$ cat config.mk
export PLATFORM = sky130hd
export DESIGN_NAME = ftl_loader
export DESIGN_NICKNAME = d
export VERILOG_FILES = /design/src/rtl/ftl_pkg.sv /design/src/rtl/ftl_trim_decode.sv /design/src/rtl/ftl_loader.sv
export SDC_FILE = /design/constraint.sdc
export NUM_CORES = 1
export LEC_CHECK = 0
export ABC_AREA = 1
export BUFFER_PORTS_ARGS = -buffer_cell sky130_fd_sc_hd__buf_2
export CORE_ASPECT_RATIO = 1.75
export CORE_MARGIN = 10
export CORE_UTILIZATION = 52
export CTS_CLUSTER_SIZE = 30
export DETAILED_ROUTE_END_ITERATION = 6
export PLACE_DENSITY = 0.85
export RECOVER_POWER = 100
export SLEW_MARGIN = 10
export SYNTH_ARGS = -nofsm -noshare
export SYNTH_HDL_FRONTEND = slang
export SYNTH_SLANG_ARGS = --single-unit
$ cat constraint.sdc
create_clock -name ref_clk_i -period 4.1 [get_ports ref_clk_i]
set_clock_uncertainty 0.05 [all_clocks]
set_input_delay 0.41 -clock ref_clk_i [delete_from_list [all_inputs] [get_ports ref_clk_i]]
set_output_delay 0.41 -clock ref_clk_i [all_outputs]
set_load 0.005 [all_outputs]
$ cat src/rtl/ftl_pkg.sv
package ftl_pkg;
  // program memory calibration region
  localparam logic [13:0] FTL_CAL_BASE = 14'h2080;
  localparam logic [13:0] FTL_CAL_LAST = 14'h208F;
  localparam logic [13:0] FTL_AMP_OFFSET_CAL_WORD = 14'h2080;
  localparam logic [13:0] FTL_DESAT_AND_RESISTOR_CAL_WORD = 14'h2081;
  localparam logic [13:0] FTL_REFERENCE_CAL_WORD = 14'h2082;
  localparam logic [13:0] FTL_THERMAL_THRESHOLD_CAL_WORD = 14'h2083;
  // factory programmed value of an unprogrammed cell is all ones
  localparam logic [13:0] FTL_CAL_ERASED = 14'h3FFF;
  // implemented bits of each calibration word
  localparam logic [13:0] FTL_WORD1_MASK = 14'h007F;
  localparam logic [13:0] FTL_WORD2_MASK = 14'h1F3F;
  localparam logic [13:0] FTL_WORD3_MASK = 14'h001F;
  localparam logic [13:0] FTL_WORD4_MASK = 14'h000F;
  // field positions
  localparam int FTL_AMP_LSB = 0;
  localparam int FTL_AMP_W = 7;
  localparam int FTL_DESAT_LSB = 8;
  localparam int FTL_DESAT_W = 5;
  localparam int FTL_RES_LSB = 0;
  localparam int FTL_RES_W = 6;
  localparam int FTL_REF_LSB = 0;
  localparam int FTL_REF_W = 5;
  localparam int FTL_THERM_LSB = 0;
  localparam int FTL_THERM_W = 4;
  // alternate no-offset codes of the amplifier and desat trims
  localparam logic [6:0] FTL_AMP_MID_ALT = 7'h20;
  localparam logic [4:0] FTL_DESAT_MID_ALT = 5'h10;
  // bank 3 trim register addresses
  localparam logic [8:0] FTL_DESAT_TRIM_REG = 9'h196;
  localparam logic [8:0] FTL_RESISTOR_TRIM_REG = 9'h197;
  localparam logic [8:0] FTL_AMP_OFFSET_TRIM_REG = 9'h199;
  localparam logic [8:0] FTL_THERMAL_THRESHOLD_TRIM_REG = 9'h19A;
  localparam logic [8:0] FTL_REFERENCE_TRIM_REG = 9'h19B;
  // trim register reset values
  localparam logic [7:0] FTL_TRIM_RESET = 8'h00;
endpackage

$ cat src/rtl/ftl_trim_decode.sv
`timescale 1ns/1ps
`default_nettype none
// turns a sign-magnitude trim code into a two's complement offset
module ftl_trim_decode #(
  parameter int W = 5,
  parameter logic [W-1:0] MID_ALT = '0
) (
  // clock and reset
  input wire logic ref_clk_i,
  input wire logic sys_rst_i,
  // code in, offset out
  input wire logic [W-1:0] code_i,
  output logic [W-1:0] offset_o,
  output logic zero_o
);
  logic [W-2:0] mag;
  logic is_zero;
  logic [W-1:0] offset_nxt;

  assign mag = code_i[W-2:0];
  // msb carries polarity only; a zero magnitude (either msb) and the MID_ALT code mean no offset
  assign is_zero = (mag == '0) || (code_i == MID_ALT);
  assign offset_nxt = is_zero ? '0 : (code_i[W-1] ? (~{1'b0, mag} + 1'b1) : {1'b0, mag});

  always_ff @(posedge ref_clk_i) begin
    if (sys_rst_i) begin
      offset_o <= '0;
      zero_o <= 1'b1;
    end else begin
      offset_o <= offset_nxt;
      zero_o <= is_zero;
    end
  end
endmodule // ftl_trim_decode
`default_nettype wire

$ cat src/rtl/ftl_loader.sv
`timescale 1ns/1ps
`default_nettype none
module ftl_loader
  import ftl_pkg::*;
#(
  // factory contents; all-ones models an unprogrammed part
  parameter logic [13:0] CAL_WORD1 = ftl_pkg::FTL_CAL_ERASED,
  parameter logic [13:0] CAL_WORD2 = ftl_pkg::FTL_CAL_ERASED,
  parameter logic [13:0] CAL_WORD3 = ftl_pkg::FTL_CAL_ERASED,
  parameter logic [13:0] CAL_WORD4 = ftl_pkg::FTL_CAL_ERASED
) (
  // clock and reset
  input wire logic ref_clk_i,
  input wire logic sys_rst_i,
  // program memory port
  input wire logic pm_rd_i,
  input wire logic pm_wr_i,
  input wire logic [13:0] pm_addr_i,
  output logic [13:0] pm_rdata_o,
  output logic pm_rvalid_o,
  output logic pm_wr_refused_o,
  // special function register port
  input wire logic sfr_rd_i,
  input wire logic sfr_wr_i,
  input wire logic [8:0] sfr_addr_i,
  input wire logic [7:0] sfr_wdata_i,
  output logic [7:0] sfr_rdata_o,
  // trims to the analog circuits
  output logic [6:0] amp_offset_trim_o,
  output logic [4:0] desat_trim_o,
  output logic [5:0] resistor_trim_o,
  output logic [4:0] reference_trim_o,
  output logic [3:0] thermal_threshold_trim_o,
  output logic [6:0] amp_offset_value_o,
  output logic amp_offset_zero_o,
  output logic [4:0] desat_offset_value_o,
  output logic desat_offset_zero_o
);
  import ftl_pkg::*;

  logic in_region;
  logic [13:0] cal_word;
  logic sel_desat, sel_res, sel_amp, sel_therm, sel_ref;
  logic [7:0] sfr_rd_word;
  logic [6:0] amp_r;
  logic [4:0] desat_r;
  logic [5:0] res_r;
  logic [4:0] ref_r;
  logic [3:0] therm_r;

  // unimplemented bits are masked so they always read zero
  assign cal_word = (pm_addr_i == FTL_AMP_OFFSET_CAL_WORD) ? (CAL_WORD1 & FTL_WORD1_MASK) :
                    (pm_addr_i == FTL_DESAT_AND_RESISTOR_CAL_WORD) ? (CAL_WORD2 & FTL_WORD2_MASK) :
                    (pm_addr_i == FTL_REFERENCE_CAL_WORD) ? (CAL_WORD3 & FTL_WORD3_MASK) :
                    (pm_addr_i == FTL_THERMAL_THRESHOLD_CAL_WORD) ? (CAL_WORD4 & FTL_WORD4_MASK) :
                    14'h0000;
  assign in_region = (pm_addr_i >= FTL_CAL_BASE) && (pm_addr_i <= FTL_CAL_LAST);

  // calibration region answers reads only; writes are dropped
  always_ff @(posedge ref_clk_i) begin
    if (sys_rst_i) begin
      pm_rdata_o <= 14'h0000;
      pm_rvalid_o <= 1'b0;
      pm_wr_refused_o <= 1'b0;
    end else begin
      pm_rvalid_o <= pm_rd_i && in_region;
      pm_rdata_o <= (pm_rd_i && in_region) ? cal_word : pm_rdata_o;
      pm_wr_refused_o <= pm_wr_i && in_region;
    end
  end

  assign sel_desat = (sfr_addr_i == FTL_DESAT_TRIM_REG);
  assign sel_res = (sfr_addr_i == FTL_RESISTOR_TRIM_REG);
  assign sel_amp = (sfr_addr_i == FTL_AMP_OFFSET_TRIM_REG);
  assign sel_therm = (sfr_addr_i == FTL_THERMAL_THRESHOLD_TRIM_REG);
  assign sel_ref = (sfr_addr_i == FTL_REFERENCE_TRIM_REG);
  assign sfr_rd_word = sel_desat ? {3'h0, desat_r} :
                       sel_res ? {2'h0, res_r} :
                       sel_amp ? {1'h0, amp_r} :
                       sel_therm ? {4'h0, therm_r} :
                       sel_ref ? {3'h0, ref_r} : 8'h00;

  // trim registers written by the loader firmware
  always_ff @(posedge ref_clk_i) begin
    if (sys_rst_i) begin
      amp_r <= FTL_TRIM_RESET[6:0];
      desat_r <= FTL_TRIM_RESET[4:0];
      res_r <= FTL_TRIM_RESET[5:0];
      ref_r <= FTL_TRIM_RESET[4:0];
      therm_r <= FTL_TRIM_RESET[3:0];
    end else if (sfr_wr_i) begin
      if (sel_amp) amp_r <= sfr_wdata_i[6:0];
      if (sel_desat) desat_r <= sfr_wdata_i[4:0];
      if (sel_res) res_r <= sfr_wdata_i[5:0];
      if (sel_ref) ref_r <= sfr_wdata_i[4:0];
      if (sel_therm) therm_r <= sfr_wdata_i[3:0];
    end
  end

  always_ff @(posedge ref_clk_i) begin
    if (sys_rst_i) begin
      sfr_rdata_o <= 8'h00;
    end else if (sfr_rd_i) begin
      sfr_rdata_o <= sfr_rd_word;
    end
  end

  assign amp_offset_trim_o = amp_r;
  assign desat_trim_o = desat_r;
  assign resistor_trim_o = res_r;
  assign reference_trim_o = ref_r;
  assign thermal_threshold_trim_o = therm_r;

  // polarity decode of the two offset trims
  ftl_trim_decode #(.W(7), .MID_ALT(FTL_AMP_MID_ALT)) u_amp_dec (
    .ref_clk_i(ref_clk_i),
    .sys_rst_i(sys_rst_i),
    .code_i(amp_r),
    .offset_o(amp_offset_value_o),
    .zero_o(amp_offset_zero_o)
  );
  ftl_trim_decode #(.W(5), .MID_ALT(FTL_DESAT_MID_ALT)) u_desat_dec (
    .ref_clk_i(ref_clk_i),
    .sys_rst_i(sys_rst_i),
    .code_i(desat_r),
    .offset_o(desat_offset_value_o),
    .zero_o(desat_offset_zero_o)
  );
endmodule // ftl_loader
`default_nettype wire

# [Word level (Yosys, flattened, before mapping)]
# Index checks and enable logic that the tools add are counted.
[word_totals] register_bits=65 output_inout_bits=65 word_cells=61
[op_classes] eq_ne=11 muxes=11 n_reduce_logical=16 magnitude_cmp=2 n_addsub=2 bitwise_logic=4
[ops] op="14-bit equality test, second input constant" count=4
[ops] op="9-bit equality test, second input constant" count=5
[ops] op="13-bit two-way mux" count=2
[ops] op="7-bit two-way mux" count=3
[ops] op="5-bit two-way mux" count=3
[ops] op="14-bit >= comparator, second input constant" count=1
[ops] op="14-bit less-or-equal comparator, second input constant" count=1
[ops] op="2-bit AND reduction" count=5
[ops] op="4-bit two-way mux" count=2
[ops] op="7-bit by 1-bit adder with 7-bit output, second input constant" count=1
[ops] op="7-bit by 6-bit equality test with 1-bit output, second input constant" count=1
[ops] op="6-bit NOT with 7-bit output" count=1
[ops] op="6-bit logical NOT" count=1
[ops] op="6-bit two-way mux" count=1
[ops] op="3-bit OR reduction" count=2
[ops] op="5-bit by 1-bit adder with 5-bit output, second input constant" count=1
[ops] op="5-bit equality test, second input constant" count=1
[ops] op="4-bit NOT with 5-bit output" count=1
[ops] op="4-bit logical NOT" count=1
[ops] op="2-bit OR reduction" count=2
[ops] op="1-bit logical AND" count=3
[ops] op="1-bit logical OR" count=2
[ops] op="1-bit NOT" count=2

# [Logic depth before layout (Yosys ltp)]
# Gate-level depths: netlist of the first run.
[logic_depth] word_depth=6 ltp_mapped=9 depth_no_buf=9

# [By module]
# From an unflattened synthesis of the first run, not the netlist that was laid out.
[unflattened] hier_cells=346 hier_area_um2=2556.2
[by_module_without_submodules] mod="ftl_loader" seq_area_each_um2=820.8 instances=1 area_per_inst_um2=1936.9 cells_per_inst=270
[by_module_without_submodules] mod="ftl_trim_decode at u_amp_dec" seq_area_each_um2=160.2 instances=1 area_per_inst_um2=372.9 cells_per_inst=47
[by_module_without_submodules] mod="ftl_trim_decode at u_desat_dec" seq_area_each_um2=120.1 instances=1 area_per_inst_um2=246.5 cells_per_inst=29

# [Worst setup path after synthesis of the first run]
# Ideal clock, no wire load.
[synth_path] kind="input to register" startpoint="input port sfr_addr_i[5]" endpoint="register sfr_rdata_o[5]" arrival_ns=1.274 stages=9 setup_slack_ns=2.706 cell_sequence="inv_1 > nand2_1 > nor2_4 > buf_6 > buf_4 > nand4_1 > o21ai_1 > nand2_1 > a21oi_1"
[synth_between] elab_chain_len=4
[synth_lines] element="start: declaration" line_no="ftl_loader.sv:25" rtl="input wire logic [8:0] sfr_addr_i,"
[synth_lines] element="9-bit equality test" line_no="ftl_loader.sv:74" rtl="assign sel_amp = (sfr_addr_i == FTL_AMP_OFFSET_TRIM_REG);"
[synth_lines] element="7-bit two-way mux" line_no="ftl_loader.sv:79" rtl="sel_amp ? {1'h0, amp_r} :"
[synth_lines] element="7-bit two-way mux" line_no="ftl_loader.sv:78" rtl="sel_res ? {2'h0, res_r} :"
[synth_lines] element="7-bit two-way mux (*)" line_no="ftl_loader.sv:77" rtl="assign sfr_rd_word = sel_desat ? {3'h0, desat_r} :"
[synth_lines] element="end signal: assignment" line_no="ftl_loader.sv:104" rtl="sfr_rdata_o <= sfr_rd_word;"
[synth_lines] element="end: declaration" line_no="ftl_loader.sv:27" rtl="output logic [7:0] sfr_rdata_o,"
# Every way passes the cells marked *; elsewhere a longest branch is shown, timed or not.
# A chain may end at the register's enable or synchronous reset.

# [Worst setup path in the final report of the first run]
[layout_path] startpoint="input port sfr_addr_i[5]" endpoint="register res_r[4] (netlist: resistor_trim_o[4])"
[layout_between] elab_chain_len=2
[layout_lines] element="9-bit equality test" line_no="ftl_loader.sv:73" rtl="assign sel_res = (sfr_addr_i == FTL_RESISTOR_TRIM_REG);"
[layout_lines] element="2-bit AND reduction (no source line)"
[layout_lines] element="end signal: assignment" line_no="ftl_loader.sv:88" rtl="res_r <= FTL_TRIM_RESET[5:0];"
[layout_lines] element="end signal: assignment" line_no="ftl_loader.sv:94" rtl="if (sel_res) res_r <= sfr_wdata_i[5:0];"
[layout_lines] element="end: declaration" line_no="ftl_loader.sv:47" rtl="logic [5:0] res_r;"
# Every way passes these cells.

==> results of run 1 <==
final timing paths:
check	from	to	slack, ns
worst max-delay path	sfr_addr_i[5]	resistor_trim_o[4]$_SDFFE_PP0P_	1.51
worst min-delay path	pm_wr_i	pm_wr_refused_o$_SDFF_PP0_	0.28
worst max register to register	amp_offset_trim_o[0]$_SDFFE_PP0P_	u_amp_dec.offset_o[0]$_SDFF_PP0_	2.52
worst min register to register	sfr_rdata_o[6]$_SDFFE_PP0P_	sfr_rdata_o[6]$_SDFFE_PP0P_	0.42
power breakdown:
| group | internal, uW | switching (uW) | leakage [uW] |
|---|---|---|---|
| Clock | 124 | 181 | 0.0000489 |
| Combinational | 22.1 | 40.4 | 0.000701 |
| Sequential | 536 | 1.35 | 0.000444 |
cell families after synthesis:
logic type               synth area share
AND/OR/NAND/NOR                     0.241
AO/OA/AOI/OAI                       0.179
adder cells (fa/ha/maj)           0.00995
XOR/XNOR                          0.00697
flip-flops                          0.438
other                             0.00149
buffers and inverters               0.123
cell type report:
| class | instances | area, sq um |
|---|---|---|
| clock buffer | 5 | 68.8 |
| clock inverter | 3 | 22.5 |
| fill | 460 | 1780 |
| inverter | 47 | 176 |
| multi-input combinational | 209 | 1070 |
| sequential | 55 | 1100 |
| tap | 52 | 65.1 |
| timing repair buffer | 97 | 414 |
routing by layer:
layer	wire [um]	part of all wire
met5	0	0
met4	132	0.019
met3	493	0.070
met2	3870	0.55
met1	2580	0.36
synthesized netlist by cell type, drive strengths merged:
| cell type | n | area [sq um] |
|---|---|---|
| dfxtp | 55 | 1100 |
| inv | 47 | 176 |
| o21ai | 45 | 225 |
| a21oi | 42 | 210 |
| nor2 | 37 | 198 |
| nand2 | 33 | 129 |
| nand4 | 17 | 119 |
| buf | 16 | 119 |
| nand3 | 13 | 87.6 |
| nor3 | 9 | 45.0 |
| clkbuf | 4 | 15.0 |
| ha | 2 | 25.0 |
| nand3b | 2 | 15.0 |
| xor2 | 2 | 17.5 |
| and3 | 1 | 6.26 |
| conb | 1 | 3.75 |
| nor3b | 1 | 7.51 |
| o211ai | 1 | 7.51 |
| o31ai | 1 | 7.51 |
cell usage in the layout (no fill, tap or decap):
cell	count
nor2_2	2
a21oi_1	42
nand3b_1	2
nor3_1	9
nand4_2	1
nand2_2	1
nor2_4	2
inv_2	3
inv_6	2
nand2_1	32
clkbuf_8	5
xor2_1	2
nand4_1	16
ha_1	2
clkinv_2	1
and3_1	1
nor3b_1	1
nor2_8	1
nand3_2	1
clkbuf_1	57
o211ai_1	1
nand3_4	1
inv_1	44
buf_2	40
o31ai_1	1
nor2_1	32
o21ai_0	45
conb_1	3
dfxtp_1	55
nand3_1	11
flip-flops by register name, summed over array words and instances, names as in the netlist:
signal                    cells
resistor_trim_o               6
pm_rdata_o                    5
u_desat_dec.offset_o          5
reference_trim_o              5
u_desat_dec.zero_o            1
amp_offset_trim_o             7
pm_rvalid_o                   1
u_amp_dec.offset_o            7
desat_trim_o                  5
sfr_rdata_o                   7
u_amp_dec.zero_o              1
pm_wr_refused_o               1
thermal_threshold_trim_o      4
worst max-delay path: cells and delay by family:
kind,cells,cell delay (ns)
buf+inv,2,0.13
compound gates,2,0.36
simple gates,4,1.87
per-stage QoR:
stage	area (sq um)	util
3_5_place_dp	2940	0.624
4_1_cts	3030	0.644
5_1_grt	2920	0.621
6_report	2920	0.621
2_1_floorplan	2520	-
3_3_place_gp	2940	0.624
==> run metrics, run 1 <==
status=completed; Core Rows=33; core box area=approximately 0.0047 sq mm; CP Class=in2reg; initial antenna violation count=0; CTS Buf Count=5; Static Leak=0.00119 uW; CP Capture Type=flop; hold_ws=0.280 ns; clock network latency to the later pin of the worst-skew pair=0.31 ns; gr busiest metal=met2; placed wire-length estimate=5630 um; nets=454; Area growth syn-to-layout=16.2%; met2 Usage GRT=0.321; Pwr Density=310 mW/mm^2; CTS resizes=0; Yosys warnings=0; vias in the first global route=~2500; RSZ-0062 raised after global routing=false; Root Driver=clkbuf_8; DIE AREA=0.00813 sq mm; post-synthesis cell count=329; Yosys cell types=31; Power, Total=905 uW; drt first pass iters=5; largest net degree at the start of global routing=39; slowest stage delay, CP=roughly 1.1 ns; first-pass GRT wire length=11700 um; DRT iter0 DRCs=131; crit path max-delay cell type=nor2_1; worst-path fanout max=22; Initial Util=0.534; DRC Markers=0; clock-pin slew on the worst setup and hold paths=0.10 ns; aggregate negative setup slack=0 ns; final worst slack=between 1.5 and 2 ns; cells on worst reg2reg path=7; CP Data Required Time=4.30 ns; width of the die=72.6 um; Hold-fix buffers, CTS=0; Critical Path AT=2.79 ns; vias per cell=5.32; cell mode on critical path=nor2_1; CTS Buffer Depth=2; Die Height=112 um; Max Clk Rate=0.386 GHz; Seq cells post-synth=55; final WL=7080 um; Port Buf Inserts=97; Ports=102; # setup viols final=0; Post-CTS Setup Repair Bufs=0; crit path launch type=primary input; Total GRT Usage=0.173; post-synthesis sequential area ratio=0.438; placer congestion estimate=0.902; Tcrit/Tclk final=0.631; Slew headroom=0.0382; CTS tree=yes; wire per inst=15.1 um; via count=2488; mapped cell area=0.00251 sq mm; met3 Use GR=0.0560; CP cell instances=buf_2, inv_1, nand2_1, nor2_1, nand3_4, nor2_1, o21ai_0, a21oi_1; min-delay worst type=in2reg; number of max-cap violations=0; post-route ant nets=0; final cell count without fillers=468; H-tree depth=2; clk sinks=55; min Tclk post-route=around 2.6 ns; GRT Residual Overflow=0; VDD IR-drop max=0.284 mV; hold path depth=2; GRT met1 Usage=0.169; share of cells above drive strength 1=0.144; final hold vios=0; # diodes=0; pre-CTS setup slack=roughly 2.1 ns; Mean Syn Cell Area=7.64 sq um; Final Max Tran Viols=0; Placed Instances=460; Slew @ Worst Pin=1.44 ns
No activity file was read; power rests on OpenSTA's default activity.
==> run 2: changes to the inputs <==
--- a/config.mk
+++ b/config.mk
@@ -9,10 +9,10 @@
 export BUFFER_PORTS_ARGS = -buffer_cell sky130_fd_sc_hd__buf_2
 export CORE_ASPECT_RATIO = 1.75
 export CORE_MARGIN = 10
-export CORE_UTILIZATION = 52
+export CORE_UTILIZATION = 43
 export CTS_CLUSTER_SIZE = 30
 export DETAILED_ROUTE_END_ITERATION = 6
-export PLACE_DENSITY = 0.85
+export PLACE_DENSITY = 0.75
 export RECOVER_POWER = 100
 export SLEW_MARGIN = 10
 export SYNTH_ARGS = -nofsm -noshare
==> constraint.sdc (replaced) <==
create_clock -name ref_clk_i -period 2.1 [get_ports ref_clk_i]
set_clock_uncertainty 0.05 [all_clocks]
set_input_delay 0.21 -clock ref_clk_i [delete_from_list [all_inputs] [get_ports ref_clk_i]]
set_output_delay 0.21 -clock ref_clk_i [all_outputs]
set_load 0.005 [all_outputs]
==> run metrics, run 2 (synthesis results as in run 1) <==
status=completed; RSZ-0062 raised after global routing=false; Sw Share=0.227; # diodes=0; CTS Buf Count=5; CTS Buffer Depth=2; min-delay worst type=in2reg; min Tclk post-route=1.56 ns; via count=around 2500; placer congestion estimate=around 0.83; initial antenna violation count=0; vias per cell=4.98; Final Max Tran Viols=0; vias in the first global route=2514; Core Rows=36; DRT iter0 DRCs=143; CP cell instances=inv_1, ha_1, inv_1, nor3_1, o211ai_1, nand2_1, a21oi_1; placed wire-length estimate=6010 um; CTS resizes=0; final cell count without fillers=496; clock network latency to the later pin of the worst-skew pair=0.32 ns; Static Leak=0.00122 uW; # setup viols final=0; Tcrit/Tclk final=0.743; Hold-fix buffers, CTS=0; CP Data Required Time=around 2.3 ns; # fillers=591; CTS tree=yes; VDD IR-drop max=0.396 mV; worst-path fanout max=8; DRC Markers=0; most frequent cells in the layout=56 x clkbuf_1, 55 x dfxtp_1, 44 x inv_1, 44 x o21ai_0; clock-pin slew on the worst setup and hold paths=0.09 ns; commonest non-fill, non-tap cell in the layout=clkbuf_1; Port Buf Inserts=97; cell mode on critical path=inv_1; hold path depth=2; Die Height=121 um; Max Clk Rate=0.641 GHz; Initial Util=0.447; switching pwr=436 uW; Clk pwr share=0.386; CP Class=reg2reg; CP Capture Type=flop; Pwr Density=639 mW/mm^2; hold_ws=0.0653 ns; Area growth syn-to-layout=19.2%; drt first pass iters=4; final WL=7410 um; number of max-cap violations=0; Comb pwr share=0.067; nets=458; Slew @ Worst Pin=between 0.5 and 0.6 ns; crit path launch type=flop; aggregate negative setup slack=0 ns; Placed Instances=488; post-route ant nets=0; Critical Path AT=1.72 ns; clk sinks=between 50 and 60; Post-CTS Setup Repair Bufs=0; Slew headroom=0.612; GRT Residual Overflow=0; Seq pwr share=0.548; width of the die=roughly 78 um; share of cells above drive strength 1=0.152; final hold vios=0; Cell Int Power=1480 uW; slowest stage delay, CP=roughly 0.34 ns; largest net degree at the start of global routing=19; Root Driver=clkbuf_8; Total GRT Usage=0.158; core box area=0.00563 sq mm; first-pass GRT wire length=roughly 12000 um; wire per inst=14.9 um; H-tree depth=2; crit path max-delay cell type=dfxtp_1; Ports=102; DIE AREA=0.00943 sq mm; cells on worst reg2reg path=7
==> run 2: final timing paths <==
| path | from | end | slack, ns |
|---|---|---|---|
| setup reg to reg | amp_offset_trim_o[0]$_SDFFE_PP0P_ | u_amp_dec.offset_o[5]$_SDFF_PP0_ | 0.54 |
| setup / recovery | amp_offset_trim_o[0]$_SDFFE_PP0P_ | u_amp_dec.offset_o[5]$_SDFF_PP0_ | 0.54 |
| hold / removal | pm_wr_i | pm_wr_refused_o$_SDFF_PP0_ | 0.07 |
| hold reg to reg | reference_trim_o[3]$_SDFFE_PP0P_ | reference_trim_o[3]$_SDFFE_PP0P_ | 0.41 |
==> run 2: final cells by class <==
type	instances	area (sq um)	share of cell area
clock buffer	6	82.6	0.0276
clock inverter	2	35.0	0.0117
inverter	47	176	0.0589
multi-input combinational	209	1060	0.355
sequential	55	1100	0.367
tap	76	95.1	0.0317
timing repair buffer	101	443	0.148
==> run 2: worst max-delay path, delay by kind of cell (launching register included) <==
| kind | cells | cell delay (ns) |
|---|---|---|
| fa+ha+maj | 1 | 0.17 |
| flops | 1 | 0.34 |
| compound gates | 2 | 0.21 |
| buf+inv | 2 | 0.18 |
| simple gates | 2 | 0.50 |
==> run 2: per-layer routing <==
layer	track usage	share of wire	vias up
li1	-	-	1253
met4	0.0722	0.028	0
met1	0.147	0.36	1133
met5	0	0	-
met2	0.305	0.56	67
met3	0.0430	0.053	15
==> run 2: power groups by stage <==
| stage | Clock [uW] | Combinational (uW) | Sequential (uW) |
|---|---|---|---|
| after floorplan | 0 | 71.5 | 1070 |
| after global placement | 0 | 130 | 1070 |
| after detailed placement | 0 | 133 | 1070 |
| after CTS | 755 | 134 | 1050 |
| after global routing | 801 | 144 | 1050 |
| final | 739 | 128 | 1050 |
==> run 2: per-stage QoR <==
stage | setup slack (ns) | instance area (sq um) | util | power, uW
final | 0.539 | 3000 | 0.532 | 1920
after global routing | 0.250 | 3000 | 0.532 | 1990
after CTS | 0.527 | 3120 | 0.554 | 1940
after detailed placement | 0.475 | 3000 | 0.533 | 1210
after global placement | 0.542 | 3000 | 0.533 | 1200
after floorplan | 0.748 | 2520 | - | 1150
